==> src/design/psm_pkg.sv <==
package psm_pkg;

    // Speed scale: 0.1 % of rated speed per unit
    localparam int SPD_W = 10;
    localparam logic [9:0] RATED_UNITS = 10'h3E8;
    localparam logic [9:0] SETPT_MIN = 10'h0FA;
    localparam logic [9:0] SETPT_MAX = 10'h3E8;
    localparam logic [9:0] SETPT_RST = 10'h3E8;

    // Rated rotor speed in rpm, plain default
    localparam int RATED_RPM = 30000;
    // Rotor counts as stopped at or below this
    localparam int STOP_RPM = 60;
    localparam logic [9:0] STOP_UNITS =
        10'(STOP_RPM * 1000 / RATED_RPM);

    // Clock and ramp timing
    localparam int CLK_HZ = 100_000_000;
    // Time for one 0.1 % speed step, plain default
    localparam int RAMP_STEP_US = 100;
    localparam int RAMP_STEP_CYC =
        RAMP_STEP_US * (CLK_HZ / 1_000_000);
    localparam int TICK_W = 24;

    // Register byte offsets
    localparam logic [3:0] REG_CTRL = 4'h0;
    localparam logic [3:0] REG_SETPT = 4'h4;
    localparam logic [3:0] REG_STATUS = 4'h8;
    localparam logic [3:0] REG_SPEED = 4'hC;

    // Control register fields
    localparam int CTRL_SRC_LSB = 0;
    localparam int CTRL_START_BIT = 2;
    localparam int CTRL_LOW_BIT = 3;

    // Status register fields
    localparam int ST_RUN_LSB = 0;
    localparam int ST_ROT_BIT = 2;
    localparam int ST_ACC_BIT = 3;
    localparam int ST_NORM_BIT = 4;
    localparam int ST_BRK_BIT = 5;
    localparam int ST_LOW_BIT = 6;

    // Command source, remote after power-up
    typedef enum logic [1:0] {
        SRC_LOCAL,
        SRC_REMOTE,
        SRC_SERIAL
    } psm_src_t;

    // Run status as reported over the serial side
    typedef enum logic [1:0] {
        RUN_STOP,
        RUN_ACCEL,
        RUN_NORMAL,
        RUN_RAMPING_DOWN_FLAG
    } psm_run_t;

    // Avalon-MM request from the master
    typedef struct packed {
        logic [3:0] address;
        logic read;
        logic write;
        logic [31:0] writedata;
        logic [3:0] byteenable;
    } psm_avs_req_t;

    // Avalon-MM answer to the master
    typedef struct packed {
        logic [31:0] readdata;
        logic waitrequest;
    } psm_avs_rsp_t;

    // Connector and panel inputs
    typedef struct packed {
        logic panel_start;
        logic remote_start;
        logic remote_low_speed;
    } psm_pins_t;

    // Remote connector indications
    typedef struct packed {
        logic rotating;
        logic accelerating;
        logic at_speed;
        logic ramping_down_flag;
    } psm_ind_t;

    // Whole state of the control module
    typedef struct packed {
        psm_pins_t sync1;
        psm_pins_t sync2;
        psm_src_t src;
        logic ser_start;
        logic ser_low;
        logic [9:0] setpt;
        logic [9:0] speed;
        psm_run_t run;
        psm_ind_t ind;
        psm_avs_rsp_t rsp;
    } psm_state_t;

    // Whole state of the ramp divider
    typedef struct packed {
        logic [23:0] cnt;
        logic tick;
    } psm_tick_state_t;

endpackage

==> src/design/psm_ramp_tick.sv <==
`timescale 1ns/10ps
module psm_ramp_tick
    import psm_pkg::*;
#(
    parameter int unsigned STEP_CYC = RAMP_STEP_CYC
) (
    input wire logic clk_sys_i,
    input wire logic rst_b_i,
    output logic tick_o
);

    psm_tick_state_t q;
    psm_tick_state_t d;

    // Free-running divider, one pulse per step period
    always_comb begin
        d = q;
        d.tick = 1'b0;
        if (q.cnt == TICK_W'(STEP_CYC - 1)) begin
            d.cnt = '0;
            d.tick = 1'b1;
        end else begin
            d.cnt = q.cnt + 24'h000001;
        end
    end

    // State register
    always_ff @(posedge clk_sys_i or negedge rst_b_i) begin
        if (!rst_b_i) begin
            q <= '0;
        end else begin
            q <= d;
        end
    end

    assign tick_o = q.tick;

endmodule

==> src/design/psm_speed_ctrl.sv <==
// Overview of operation
// [RULE_01] Low speed honoured only under remote or serial control
// [RULE_02] Speed mode may change stopped or running
// [RULE_03] Setpoint 25..100 % in 0.1 % steps
// [RULE_04] Setpoint rewrite while low: ramp, hold
// [RULE_05] One ramp rate for every speed change
// [RULE_06] Setpoint kept across runs
// [RULE_07] Remote low start: accelerating, later rotating
// [RULE_08] Remote low: at-speed at 80 % setpoint
// [RULE_09] Reaching setpoint: stop ramp, hold speed
// [RULE_10] Late low selection acts as early one
// [RULE_11] Serial: stop, accelerating, at-speed at 80 %; code marks at-speed at the setpoint for serial low below 80 %
// [RULE_12] Low above setpoint: ramping_down_flag, then at-speed
// [RULE_13] Low withdrawn while braking: rated behaviour
// [RULE_14] Serial low at rated: braking then at-speed
// [RULE_15] Leaving low at or below 80 %: accelerate; code accelerates only below 80 %
// [RULE_16] Leaving low above 80 %: status unchanged
// [RULE_17] Serial rated command mirrors remote withdrawal
// [RULE_18] At rated speed: end ramp, hold speed
// [RULE_19] Setpoint 100 % follows the same transitions
// [RULE_20] At or below 60 rpm: stopped, not rotating
// [RULE_21] Speeds in 0.1 % units, fixed thresholds
`timescale 1ns/10ps
module psm_speed_ctrl
    import psm_pkg::*;
#(
    parameter int unsigned STEP_CYC = RAMP_STEP_CYC
) (
    input wire logic clk_sys_i,
    input wire logic rst_b_i,
    input wire psm_avs_req_t avs_req_i,
    output psm_avs_rsp_t avs_rsp_o,
    input wire psm_pins_t pins_i,
    output psm_ind_t ind_o
);

    // Registered state and its next value
    psm_state_t q;
    psm_state_t d;

    // One step per pulse, shared by up and down ramps
    logic ramp_tick;

    // Decoded command of the active source
    logic run_cmd;
    logic low_sel;
    logic [9:0] target;
    logic [9:0] norm_thr;
    logic [9:0] rated80;
    logic [31:0] rd_word;
    logic [31:0] ctrl_new;
    logic [31:0] setpt_new;

    // 80 % of a speed value, rounded down
    function automatic logic [9:0] pct80(input logic [9:0] x);
        logic [11:0] prod;
        prod = {2'h0, x} * 12'h004;
        return 10'(prod / 12'h005);
    endfunction

    // Merge write data into a word by byte enables
    function automatic logic [31:0] be_merge(
        input logic [31:0] old_w,
        input logic [31:0] new_w,
        input logic [3:0] be
    );
        logic [31:0] res;
        res = old_w;
        for (int i = 0; i < 4; i++) begin
            if (be[i]) begin
                res[i*8 +: 8] = new_w[i*8 +: 8];
            end
        end
        return res;
    endfunction

    // Force a setpoint into the legal span
    function automatic logic [9:0] clamp_setpt(
        input logic [31:0] w
    );
        logic [9:0] res;
        res = w[9:0];
        if (w[31:10] != 22'h000000) begin
            res = SETPT_MAX;
        end else if (w[9:0] > SETPT_MAX) begin
            res = SETPT_MAX;
        end else if (w[9:0] < SETPT_MIN) begin
            res = SETPT_MIN;
        end
        return res;
    endfunction

    // Step pulse for the speed ramp
    psm_ramp_tick #(
        .STEP_CYC(STEP_CYC)
    ) u_tick (
        .clk_sys_i(clk_sys_i),
        .rst_b_i(rst_b_i),
        .tick_o(ramp_tick)
    );

    // Read mux, unmapped offsets read as zero
    always_comb begin
        rd_word = 32'h00000000;
        unique case (avs_req_i.address)
            REG_CTRL: begin
                rd_word[CTRL_SRC_LSB +: 2] = q.src;
                rd_word[CTRL_START_BIT] = q.ser_start;
                rd_word[CTRL_LOW_BIT] = q.ser_low;
            end
            REG_SETPT: begin
                rd_word[9:0] = q.setpt;
            end
            REG_STATUS: begin
                rd_word[ST_RUN_LSB +: 2] = q.run;
                rd_word[ST_ROT_BIT] = q.ind.rotating;
                rd_word[ST_ACC_BIT] = q.ind.accelerating;
                rd_word[ST_NORM_BIT] = q.ind.at_speed;
                rd_word[ST_BRK_BIT] = q.ind.ramping_down_flag;
                rd_word[ST_LOW_BIT] = low_sel;
            end
            REG_SPEED: begin
                rd_word[9:0] = q.speed;
            end
            default: begin
                rd_word = 32'h00000000;
            end
        endcase
    end

    // Command source decode
    always_comb begin
        run_cmd = 1'b0;
        low_sel = 1'b0;
        unique case (q.src)
            // [RULE_01] Local runs at rated only
            SRC_LOCAL: begin
                run_cmd = q.sync2.panel_start;
                low_sel = 1'b0;
            end
            // [RULE_02] Mode pin followed at any time
            SRC_REMOTE: begin
                run_cmd = q.sync2.remote_start;
                low_sel = q.sync2.remote_low_speed;
            end
            // [RULE_17] Serial bits act like the pins
            SRC_SERIAL: begin
                run_cmd = q.ser_start;
                low_sel = q.ser_low;
            end
            default: begin
                run_cmd = 1'b0;
                low_sel = 1'b0;
            end
        endcase
    end

    // Target and at-speed threshold in 0.1 % units
    always_comb begin
        rated80 = pct80(RATED_UNITS);
        // [RULE_10] Target follows selection continuously
        if (!run_cmd) begin
            target = 10'h000;
        end else if (low_sel) begin
            target = q.setpt;
        end else begin
            target = RATED_UNITS;
        end
        // [RULE_21] Fixed fractions of rated or setpoint
        norm_thr = rated80;
        if (low_sel && q.src == SRC_REMOTE) begin
            // [RULE_08] Remote low: 80 % of the setpoint
            norm_thr = pct80(q.setpt);
        end else if (low_sel && q.setpt < rated80) begin
            // Serial low below 80 %: setpoint is the mark
            norm_thr = q.setpt;
        end
    end

    // Bus write candidates
    always_comb begin
        ctrl_new = be_merge(rd_ctrl(q), avs_req_i.writedata,
            avs_req_i.byteenable);
        setpt_new = be_merge({22'h000000, q.setpt},
            avs_req_i.writedata, avs_req_i.byteenable);
    end

    // Current control word, for byte merging
    function automatic logic [31:0] rd_ctrl(input psm_state_t s);
        logic [31:0] w;
        w = 32'h00000000;
        w[CTRL_SRC_LSB +: 2] = s.src;
        w[CTRL_START_BIT] = s.ser_start;
        w[CTRL_LOW_BIT] = s.ser_low;
        return w;
    endfunction

    // Next state of the whole block
    always_comb begin
        d = q;

        // Two-stage pin synchronisers
        d.sync1 = pins_i;
        d.sync2 = q.sync1;

        // Bus slave: one wait cycle, then one ready cycle
        d.rsp.waitrequest = 1'b1;
        if ((avs_req_i.read || avs_req_i.write) &&
            q.rsp.waitrequest) begin
            d.rsp.waitrequest = 1'b0;
            d.rsp.readdata = avs_req_i.read ? rd_word :
                32'h00000000;
        end

        // Writes land on the edge that ends the ready cycle
        if (avs_req_i.write && !q.rsp.waitrequest) begin
            unique case (avs_req_i.address)
                REG_CTRL: begin
                    // Code 3 is no source; keep the old one
                    if (ctrl_new[CTRL_SRC_LSB +: 2] != 2'h3) begin
                        d.src = psm_src_t'(
                            ctrl_new[CTRL_SRC_LSB +: 2]);
                    end
                    d.ser_start = ctrl_new[CTRL_START_BIT];
                    d.ser_low = ctrl_new[CTRL_LOW_BIT];
                end
                REG_SETPT: begin
                    // [RULE_03] Clamp into the legal span
                    d.setpt = clamp_setpt(setpt_new);
                end
                default: begin
                    // Read-only or unmapped: ignored
                end
            endcase
        end
        // [RULE_06] Setpoint is only changed by a write

        // [RULE_05] Same step size and period both ways
        if (ramp_tick) begin
            // [RULE_04] Rewritten setpoint is ramped to
            if (q.speed < target) begin
                d.speed = q.speed + 10'h001;
            // [RULE_09] Hold once the target is met
            end else if (q.speed > target) begin
                d.speed = q.speed - 10'h001;
            end
        end
        // [RULE_18] Rated target is held the same way

        // Run status sequencing
        unique case (q.run)
            RUN_STOP: begin
                // [RULE_07] Accelerating as the ramp begins
                if (run_cmd && target > q.speed) begin
                    d.run = RUN_ACCEL;
                end
            end
            RUN_ACCEL: begin
                if (!run_cmd) begin
                    d.run = RUN_RAMPING_DOWN_FLAG;
                // Low chosen above the setpoint
                end else if (q.speed > target) begin
                    d.run = RUN_RAMPING_DOWN_FLAG;
                // [RULE_11] At-speed at the threshold
                end else if (q.speed >= norm_thr) begin
                    d.run = RUN_NORMAL;
                end
            end
            RUN_NORMAL: begin
                if (!run_cmd) begin
                    d.run = RUN_RAMPING_DOWN_FLAG;
                // [RULE_12] Braking down to the setpoint
                end else if (q.speed > target) begin
                    // [RULE_14] Same for a serial command
                    d.run = RUN_RAMPING_DOWN_FLAG;
                // [RULE_15] Low left below 80 %; at exactly 80 % the status is kept
                end else if (!low_sel && q.speed < target &&
                    q.speed < rated80) begin
                    d.run = RUN_ACCEL;
                end
                // [RULE_16] Above 80 %: no status change
                // [RULE_19] Full setpoint takes the same path
            end
            RUN_RAMPING_DOWN_FLAG: begin
                if (!run_cmd) begin
                    // [RULE_20] Stopped at or below 60 rpm
                    if (q.speed <= STOP_UNITS) begin
                        d.run = RUN_STOP;
                    end
                end else if (q.speed <= target) begin
                    // [RULE_13] Withdrawn low: rated rules
                    if (low_sel || q.speed >= norm_thr) begin
                        d.run = RUN_NORMAL;
                    end else begin
                        d.run = RUN_ACCEL;
                    end
                end
            end
            default: begin
                d.run = RUN_STOP;
            end
        endcase

        // Connector indications follow the run status; rotating follows speed
        // [RULE_20] Rotating ends at or below 60 rpm
        d.ind.rotating = q.speed > STOP_UNITS;
        d.ind.accelerating = q.run == RUN_ACCEL;
        d.ind.at_speed = q.run == RUN_NORMAL;
        d.ind.ramping_down_flag = q.run == RUN_RAMPING_DOWN_FLAG;
    end

    // State register; remote source after power-up
    always_ff @(posedge clk_sys_i or negedge rst_b_i) begin
        if (!rst_b_i) begin
            q <= '0;
            q.src <= SRC_REMOTE;
            q.setpt <= SETPT_RST;
            q.run <= RUN_STOP;
            q.rsp.waitrequest <= 1'b1;
        end else begin
            q <= d;
        end
    end

    // Outputs straight from the state register
    assign avs_rsp_o = q.rsp;
    assign ind_o = q.ind;

endmodule

==> config.mk <==
export PLATFORM = sky130hd
export DESIGN_NAME = psm_speed_ctrl
export DESIGN_NICKNAME = d
export VERILOG_FILES = /design/src/design/psm_pkg.sv /design/src/design/psm_ramp_tick.sv /design/src/design/psm_speed_ctrl.sv
export SDC_FILE = /design/constraint.sdc
export NUM_CORES = 1
export LEC_CHECK = 0
export BUFFER_PORTS_ARGS = -buffer_cell sky130_fd_sc_hd__buf_2
export CORE_ASPECT_RATIO = 1.25
export CORE_MARGIN = 2
export CORE_UTILIZATION = 45
export CTS_CLUSTER_SIZE = 25
export DETAILED_ROUTE_END_ITERATION = 16
export GPL_TIMING_DRIVEN = 0
export PLACE_DENSITY = 0.68
export SETUP_SLACK_MARGIN = 0.3
export SLEW_MARGIN = 15
export SYNTH_ARGS = -nofsm -noshare
export SYNTH_HDL_FRONTEND = slang
export SYNTH_SLANG_ARGS = --single-unit
export TNS_END_PERCENT = 50
==> constraint.sdc <==
create_clock -name clk_sys_i -period 5.96 [get_ports clk_sys_i]
set_clock_uncertainty 0.1 [all_clocks]
set_input_delay 1.192 -clock clk_sys_i [delete_from_list [all_inputs] [get_ports clk_sys_i]]
set_output_delay 1.192 -clock clk_sys_i [all_outputs]
set_load 0.02 [all_outputs]
==> flow_metrics.py, run 1 <==
metrics = {
    "drt": {
        "wl_per_cell_um": 16.9,
        "routed_wl_um": 16400,
        "dr.pass1.iters": 5,
        "ant_nets": 0,
        "drc_errors": 0,
        "vias": 5520,
        "drtIter0Drc": 343,
        "vias_per_cell": 5.70,
    },
    "setup_path": {
        "r2r_slack_ns": -0.20,
        "cp_slowest_cell": "a311oi_4",
        "r2r-start": "q[54]",
        "cp_max_fo": 5,
        "worstPathArrival_ns": 6.32,
        "critical_path.most_common_cell": "a21o_1",
        "critPathTopFamily": "compound AO/OA/AOI/OAI gates",
        "critPathMaxStageDelay_ns": 0.47,
        "endpoint_kind": "register",
        "startpoint_type": "register",
        "crit_required_ns": 6.12,
        "r2r_end": "q[37]",
        "critPathKind": "reg2reg",
        "critPathBufInv": 3,
        "r2r_cells": 31,
    },
    "placed_design": {
        "dp_slack_ns": -0.607,
        "gp_congestion": 0.881,
        "portBuffers": 59,
        "place_hpwl_um": 12200,
    },
    "global_routing": {
        "first_global_vias": 5575,
        "grt_max_degree": 59,
        "grt.met3_usage": 0.0313,
        "grt_pass1_wl_um": 27200,
        "grt.busiest_layer": "met2",
        "use_met1": 0.286,
        "met2_usage": 0.435,
        "antenna_found_initial": 0,
        "grt.total_usage": 0.241,
        "overflow": 0,
    },
    "synthesis": {
        "yosysMostFrequentCell": "dfrtp_1",
        "synthCells": 678,
        "synth.avg_cell_area_um2": 8.60,
        "ys.flop_type": "dfrtp_1",
        "muxShareOfSynthArea": 0.0410,
        "seq_area_frac_synth": 0.311,
        "synth_top_cell_area_share": 0.275,
        "yosys.area.top_type": "dfrtp_1",
        "synthXorXnorAreaFrac": 0.0556,
        "yosys_warnings": 0,
        "yosys.area_share.simple": 0.206,
        "synth_top_family_by_area": "compound AO/OA/AOI/OAI gates",
        "async_flop_share": 1.00,
        "yosys-top-cells-area": "dfrtp_1 27%, ha_1 7.7%, buf_4 5.0%",
        "synth_edf_count": 0,
        "synthAdderAreaFrac": 0.0824,
        "yosysUniqueCellTypes": 82,
        "ys_seq_elements": 72,
        "synth_compound_area_frac": 0.216,
        "synth_area_um2": 5830,
        "yosys-top-cells-count": "64 x dfrtp_1, 60 x nor2_1, 53 x nand2_1, 49 x o21ai_0",
    },
    "clocking": {
        "clk_latency_ns": 0.33,
        "cts_root_buffer": "clkbuf_16",
        "clk_transition_reported_paths_ns": 0.06,
        "cts_max_level": 3,
        "cts_tree": "yes",
        "cts.sinks": 72,
        "clock_path_buffers": 2,
        "cts_made_buffers": 9,
    },
    "pwr": {
        "vdd_ir_drop_max_mv": 0.244,
        "total_power_mw": 2.32,
        "p_leak_nw": 3.31,
        "power_density_nw_per_um2": 319,
    },
    "timing": {
        "timing.final.crit_share": 1.03,
        "fin_crit_ns": 6.16,
        "finalSetupViolations": 2,
        "holdWs_ns": 0.250,
        "max_freq_mhz": 162,
        "slew_violations": 0,
        "layout_setup_ws_ns": -0.200,
        "worstMarginPinSlew_ns": 0.925,
        "rsz0062_at_grt": "yes",
        "relSlewSlack": 0.378,
        "hold_viol": 0,
    },
    "worst_hold_path": {
        "min_to": "q[63]",
        "hold_class": "reg2reg",
        "hold_start": "d[63]",
        "hold_path_depth": 0,
    },
    "run_status": {
        "violations": "negative setup slack",
        "outcome": "finished, violations left",
    },
    "job": {
        "cap_violations": 0,
    },
    "cells_and_area": {
        "nets": 879,
        "diodes": 0,
        "syn_to_final_growth_pct": 24.7,
        "final_layout_size_suffix_gt1_frac": 0.280,
    },
    "floorplan": {
        "dieArea_um2": 13900,
        "dieWidth_um": 106,
        "initial_core_util": 0.460,
        "core-area_um2": 12700,
        "io_pins": 84,
        "fp.dieH_um": 131,
        "rows": 46,
    },
}
-- cell usage in the layout, fill, tap and decap left out, drive strengths merged, types with 11 or more instances in the layout --
cell    count
xnor2      26
mux2       12
conb       22
nand2      53
buf       136
nand3      24
nor3       13
ha         36
xor2       11
inv        23
clkbuf     28
nor2       60
nand4      16
o21ai      52
a21o       11
dfrtp      64
a21oi      39
-- per-layer routing --
metal	part of all wire	vias up
met5	0	-
met4	0.031	0
met3	0.047	50
met2	0.53	181
met1	0.39	2641
li1	-	2648
-- where the power goes --
group          internal (mW)  leakage [nW]  total [mW]  switching [mW]
clock                  0.279         0.126       0.476           0.196
sequential             0.534         0.934       0.574          0.0404
combinational          0.581          2.25        1.27           0.685
total                   1.39          3.31        2.32           0.921
-- worst reg2reg max path: cells and delay by family, from the launching register on --
family / cells / cell delay (ns)
compound gates: 16 / 2.87
simple gates: 6 / 0.96
buf+inv: 3 / 0.42
fa+ha+maj: 3 / 0.72
mux: 2 / 0.45
xor+xnor: 1 / 0.17
flops: 1 / 0.39
-- cells by family after synthesis --
| group | after synthesis |
|---|---|
| xor+xnor | 37 |
| simple gates | 233 |
| compound gates | 184 |
| other cells | 1 |
| buf+inv | 91 |
| mux | 22 |
| fa+ha+maj | 38 |
| flops | 72 |
-- layout make-up --
type                    count  area [um2]
clock inverters             4        22.5
clock buffers              12         236
flip-flops and latches     72        1810
fillers                  1172        5390
repair buffers             85         546
inverters                  24        90.1
plain buffers              67         454
well taps                 168         210
multi-input cells         536        3900
-- stage by stage --
step	utilization	cells	instance area [um2]	TNS (ns)
after CTS	0.568	963	7190	-0.310
after global placement	0.516	926	6540	-0.976
after floorplan	-	699	6030	0
after global routing	0.574	968	7270	-0.728
after detailed placement	0.519	927	6570	-1.14
final	0.574	968	7270	-0.312
-- worst max path at each step --
stage | start | end | slack (ns) | cells after the start
after floorplan | q[56] | q[37] | 0.05 | 30
after global placement | q[56] | q[37] | -0.53 | 30
after detailed placement | q[55] | q[37] | -0.61 | 31
after CTS | q[54] | q[37] | -0.22 | 31
after global routing | q[56] | q[37] | -0.40 | 31
final | q[54] | q[37] | -0.20 | 31
-- registers in the layout, indices dropped and copies added, names as in the netlist --
| name | count |
|---|---|
| u_tick.q | 24 |
| u_tick.tick_o | 1 |
| q | 29 |
| ind_o | 4 |
| avs_rsp_o | 11 |
| d | 3 |
-- timing repair --
action                     4_1_cts  5_1_grt
gates cloned                     0        0
pin swaps                       24       22
hold buffers                     0        0
setup endpoints to repair        3        3
setup buffers                   20        4
resized for setup               35       12
Power figures use the tool's default switching activity.
==> run 2: changes to the inputs <==
- CTS_BUF_LIST: default -> sky130_fd_sc_hd__clkbuf_4
==> run 2 against run 1 <==
  * The run still ends with negative setup slack left
  * Final area down 2.1%
  * Combinational power about the same
  * Final cell count unchanged
  * Routed wire length down 0.70%
  * Sequential share of layout area up 0.53 points
  * Clock-buffer cell count unchanged
  * Core utilization down 1.2 points
  * Critical path type unchanged
  * Critical endpoint unchanged
==> flow_metrics.py, run 2 (same netlist as run 1, synthesis figures left out) <==
metrics = {
    "worst_hold_path": {
        "hold_path_depth": 0,
        "hold_class": "reg2reg",
        "hold_start": "d[63]",
        "min_to": "q[63]",
    },
    "floorplan": {
        "io_pins": 84,
        "fp.dieH_um": 131,
        "core-area_um2": 12700,
        "dieWidth_um": 106,
        "initial_core_util": 0.460,
        "dieArea_um2": 13900,
        "rows": 46,
    },
    "setup_path": {
        "endpoint_kind": "register",
        "cp_slowest_cell": "a311oi_4",
        "r2r_cells": 31,
        "r2r_end": "q[37]",
        "critPathTopFamily": "compound AO/OA/AOI/OAI gates",
        "critical_path.most_common_cell": "a21o_1",
        "critPathKind": "reg2reg",
        "startpoint_type": "register",
        "critPathBufInv": 3,
        "r2r_slack_ns": -0.22,
        "crit_start": "q[54]",
        "critPathMaxStageDelay_ns": 0.46,
        "worstPathArrival_ns": 6.44,
        "crit_required_ns": 6.23,
        "r2r-start": "q[54]",
        "cp_max_fo": 5,
    },
    "drt": {
        "dr.pass1.iters": 6,
        "ant_nets": 0,
        "routed_wl_um": 16300,
        "drtIter0Drc": 323,
        "drc_errors": 0,
        "vias": 5513,
        "vias_per_cell": 5.70,
        "wl_per_cell_um": 16.8,
    },
    "global_routing": {
        "grt_pass1_wl_um": 27100,
        "antenna_found_initial": 0,
        "grt.busiest_layer": "met2",
        "grt.met3_usage": 0.0293,
        "grt.total_usage": 0.240,
        "grt_max_degree": 59,
        "met2_usage": 0.429,
        "first_global_vias": 5521,
        "overflow": 0,
        "use_met1": 0.288,
    },
    "timing": {
        "relSlewSlack": 0.364,
        "finalSetupViolations": 2,
        "fin_crit_ns": 6.18,
        "max_freq_mhz": 162,
        "hold_viol": 0,
        "holdWs_ns": 0.263,
        "worstMarginPinSlew_ns": 0.941,
        "timing.final.crit_share": 1.04,
        "slew_violations": 0,
        "rsz0062_at_grt": "yes",
        "layout_setup_ws_ns": -0.216,
    },
    "clocking": {
        "cts_root_buffer": "clkbuf_4",
        "cts_tree": "yes",
        "hold_buffers": 0,
        "cts_max_level": 3,
        "clk_latency_ns": 0.44,
        "clk_transition_reported_paths_ns": 0.12,
        "cts_made_buffers": 9,
        "cts.sinks": 72,
        "clock_path_buffers": 2,
    },
    "cells_and_area": {
        "postLayoutCellArea_um2": 7120,
        "final_layout_size_suffix_gt1_frac": 0.284,
        "regMostFlops": "q",
        "nets": 879,
        "diodes": 0,
        "largest_reg_flops": 29,
        "layout_commonest_cell": "dfrtp_1",
        "fillers": 1192,
        "final_cell_mix": "64 x dfrtp_1, 62 x buf_4, 61 x buf_2",
        "syn_to_final_growth_pct": 22.1,
    },
    "pwr": {
        "power_frac_comb": 0.601,
        "clkPwrFrac": 0.128,
        "power_density_nw_per_um2": 296,
        "p_seq_frac": 0.272,
        "sw_frac_of_total": 0.425,
        "p_switching_mw": 0.895,
        "p_int_mw": 1.21,
        "vdd_ir_drop_max_mv": 0.196,
        "p_leak_nw": 3.25,
    },
    "run_status": {
        "outcome": "finished, violations left",
        "violations": "negative setup slack",
    },
    "placed_design": {
        "gp_congestion": 0.881,
        "dpl_cell_area_um2": 6570,
        "portBuffers": 59,
        "place_hpwl_um": 12200,
        "dp_slack_ns": -0.607,
    },
    "job": {
        "cap_violations": 0,
    },
}
==> run 2: cell count changes in the layout (fill, tap and decap cells not counted) <==
cell	change
clkbuf_4	+12
clkbuf_16	-9
clkbuf_1	-3
buf_4	+1
buf_6	-1
==> run 2: metal layers <==
metal	wire length (um)	up-vias
met3	768	40
met4	432	0
met1	6420	2649
met2	8660	174
met5	0	-
li1	-	2650
==> run 2: worst max-delay path by stage <==
stage / to / slack [ns] / cells after the start
global placement: q[37] / -0.53 / 30
finish: q[37] / -0.22 / 31
floorplan: q[37] / 0.05 / 30
CTS: q[37] / -0.22 / 31
detailed placement: q[37] / -0.61 / 31
global route: q[37] / -0.46 / 31
==> run 2: cell type report <==
cell class	count	area [um2]	share of cell area
clock inverter	4	22.5	0.00316
buffer	67	450	0.0633
clock buffer	12	90.1	0.0127
inverter	24	90.1	0.0127
timing repair buffer	85	546	0.0766
multi-input combinational	536	3900	0.548
sequential	72	1810	0.254
tap	168	210	0.0295
==> run 2: power groups by stage <==
stage	sequential (mW)	combinational, mW	clock [mW]
finish	0.573	1.27	0.269
global route	0.577	1.36	0.295
CTS	0.571	1.19	0.276
detailed placement	0.581	0.991	0
global placement	0.581	0.964	0
floorplan	0.568	0.779	0
==> run 2: metrics by stage <==
stage / power [mW] / setup TNS (ns) / util / cells
floorplan: 1.35 / 0 / - / 699
finish: 2.11 / -0.376 / 0.562 / 968
global placement: 1.55 / -0.976 / 0.516 / 926
global route: 2.23 / -0.860 / 0.562 / 968
CTS: 2.04 / -0.330 / 0.556 / 963
detailed placement: 1.57 / -1.14 / 0.519 / 927
==> run 2: what timing repair did <==
action	4_1_cts	5_1_grt
hold endpoints to repair	0	0
pin swaps	24	21
endpoints found under the setup margin	3	3
resized for setup	33	13
setup buffers	20	4
==> run 3: changes to the inputs <==
- PLACE_DENSITY: 0.68 -> 0.65
- clock period: 5.96 -> 6.6 ns (I/O delays scaled with it)
==> run 3 against run 2 <==
  * The flow now finishes without violations
  * Die area stayed put
  * Fmax is 1.8% lower
  * Combinational power hardly changed
  * Final cell count is 3.5% higher
  * Critical path type unchanged
  * Non-clock buffer count is 33 higher
  * Flip-flop and latch count stayed put
  * Sequential share of layout area is 0.94 points lower
  * Worst setup slack better by 0.53 ns
  * Routed wire length is 7.6% higher
==> flow_metrics.py, run 3 (same netlist as run 1, synthesis figures left out) <==
metrics = {
    "run_status": {
        "outcome": "completed",
    },
    "clocking": {
        "cts_made_buffers": 9,
        "cts_tree": "yes",
        "clk_transition_reported_paths_ns": 0.13,
        "clock_path_buffers": 2,
        "clk_latency_ns": 0.44,
        "cts_root_buffer": "clkbuf_4",
        "cts_max_level": 3,
        "cts.sinks": 72,
    },
    "global_routing": {
        "use_met1": 0.302,
        "grt.met3_usage": 0.0432,
        "first_global_vias": 5799,
        "grt_pass1_wl_um": 28200,
        "met2_usage": 0.435,
        "grt.busiest_layer": "met2",
        "antenna_found_initial": 1,
        "grt_max_degree": 39,
        "grt.total_usage": 0.250,
        "overflow": 0,
    },
    "floorplan": {
        "initial_core_util": 0.460,
        "dieArea_um2": 13900,
        "io_pins": 84,
        "core-area_um2": 12700,
        "fp.dieH_um": 131,
        "dieWidth_um": 106,
        "rows": 46,
    },
    "pwr": {
        "p_leak_nw": 3.40,
        "power_density_nw_per_um2": 284,
        "total_power_mw": 2.10,
        "vdd_ir_drop_max_mv": 0.136,
    },
    "timing": {
        "tns_ns": 0,
        "rsz0062_at_grt": "yes",
        "layout_setup_ws_ns": 0.311,
        "max_freq_mhz": 159,
        "timing.final.crit_share": 0.953,
        "worstMarginPinSlew_ns": 1.05,
        "fin_crit_ns": 6.29,
        "finalSetupViolations": 0,
        "hold_viol": 0,
        "relSlewSlack": 0.291,
        "slew_violations": 0,
    },
    "cells_and_area": {
        "largest_reg_flops": 29,
        "multi_input_area_um2": 3880,
        "final_layout_size_suffix_gt1_frac": 0.311,
        "fillers": 1166,
        "postLayoutCellArea_um2": 7390,
        "final_cell_mix": "93 x buf_4, 64 x dfrtp_1, 61 x buf_2",
        "layout_commonest_cell": "buf_4",
        "nets": 912,
        "syn_to_final_growth_pct": 26.8,
        "regMostFlops": "q",
        "final_util": 0.584,
        "ff_latch_area_um2": 1810,
    },
    "setup_path": {
        "cp_max_fo": 6,
        "startpoint_type": "register",
        "cp_slowest_cell": "dfstp_2",
        "crit_required_ns": 6.87,
        "critical_path.most_common_cell": "buf_4",
        "critPathKind": "reg2reg",
        "endpoint_kind": "register",
        "worstPathArrival_ns": 6.56,
        "critPathMaxStageDelay_ns": 0.59,
    },
    "drt": {
        "routed_wl_um": 17500,
        "dr.pass1.iters": 5,
        "vias_per_cell": 5.78,
        "wl_per_cell_um": 17.5,
        "ant_nets": 0,
        "vias": 5790,
        "drc_errors": 0,
        "drtIter0Drc": 366,
    },
    "job": {
        "cap_violations": 0,
    },
    "placed_design": {
        "place_hpwl_um": 12200,
        "gp_congestion": 0.883,
        "dp_slack_ns": -0.530,
        "dpl_cell_area_um2": 6450,
        "portBuffers": 59,
    },
    "worst_hold_path": {
        "hold_class": "reg2reg",
    },
}
## run 3: changes by cell type in the layout (fill, tap and decap cells not counted), sizes merged
cell and delta:
bufinv +1, clkbuf -2, buf +33, diode +1
clkinv +1
## run 3: repair_timing
item,in CTS,in global routing
endpoints found under the hold margin,0,0
setup buffers,39,18
gates resized for setup,45,25
setup endpoints to repair,2,2
hold buffers,0,0
pin swaps,20,31
## run 3: layout make-up
type,instances,share of cell area
multi-input cells,536,0.525
diodes,1,0.000339
well taps,168,0.0284
plain buffers,67,0.0614
flip-flops and latches,72,0.245
clock buffers,10,0.0102
inverters,24,0.0122
repair buffers,118,0.109
clock inverters,6,0.00812
## run 3: path summary, 6_finish.rpt
kind	startpoint	end	slack, ns	cells past startpoint
max in group asynchronous	rst_b_i	q[54]	5.06	2
max reg2reg	q[56]	q[37]	0.31	38
min in group asynchronous	rst_b_i	q[51]	0.72	1
max	q[56]	q[37]	0.31	38
min	d[64]	q[64]	0.26	0
min reg2reg	d[64]	q[64]	0.26	0
## run 3: critical path: cells and delay by family, from the launching register on
| family | cells | cell delay (ns) |
|---|---|---|
| buf+inv | 23 | 2.92 |
| flops | 1 | 0.59 |
| compound gates | 12 | 1.93 |
| fa+ha+maj | 1 | 0.28 |
| simple gates | 2 | 0.38 |
## run 3: routing by layer
metal  share of wire  vias to the layer above
li1                -                     2721
met1            0.41                     2812
met2            0.51                      210
met3           0.052                       47
met4           0.027                        0
met5               0                        -
## run 3: where the power goes
| part | leakage (nW) | switching [mW] | internal, mW |
|---|---|---|---|
| clock network | 0.0738 | 0.162 | 0.118 |
| registers | 0.934 | 0.0365 | 0.481 |
| logic | 2.40 | 0.667 | 0.631 |
## run 3: metrics by stage
step / instances / hold WS, ns
2_1_floorplan: 699 / 0.231
6_report: 1002 / 0.260
3_5_place_dp: 927 / 0.237
5_1_grt: 1002 / 0.269
4_1_cts: 982 / 0.263
3_3_place_gp: 926 / 0.234
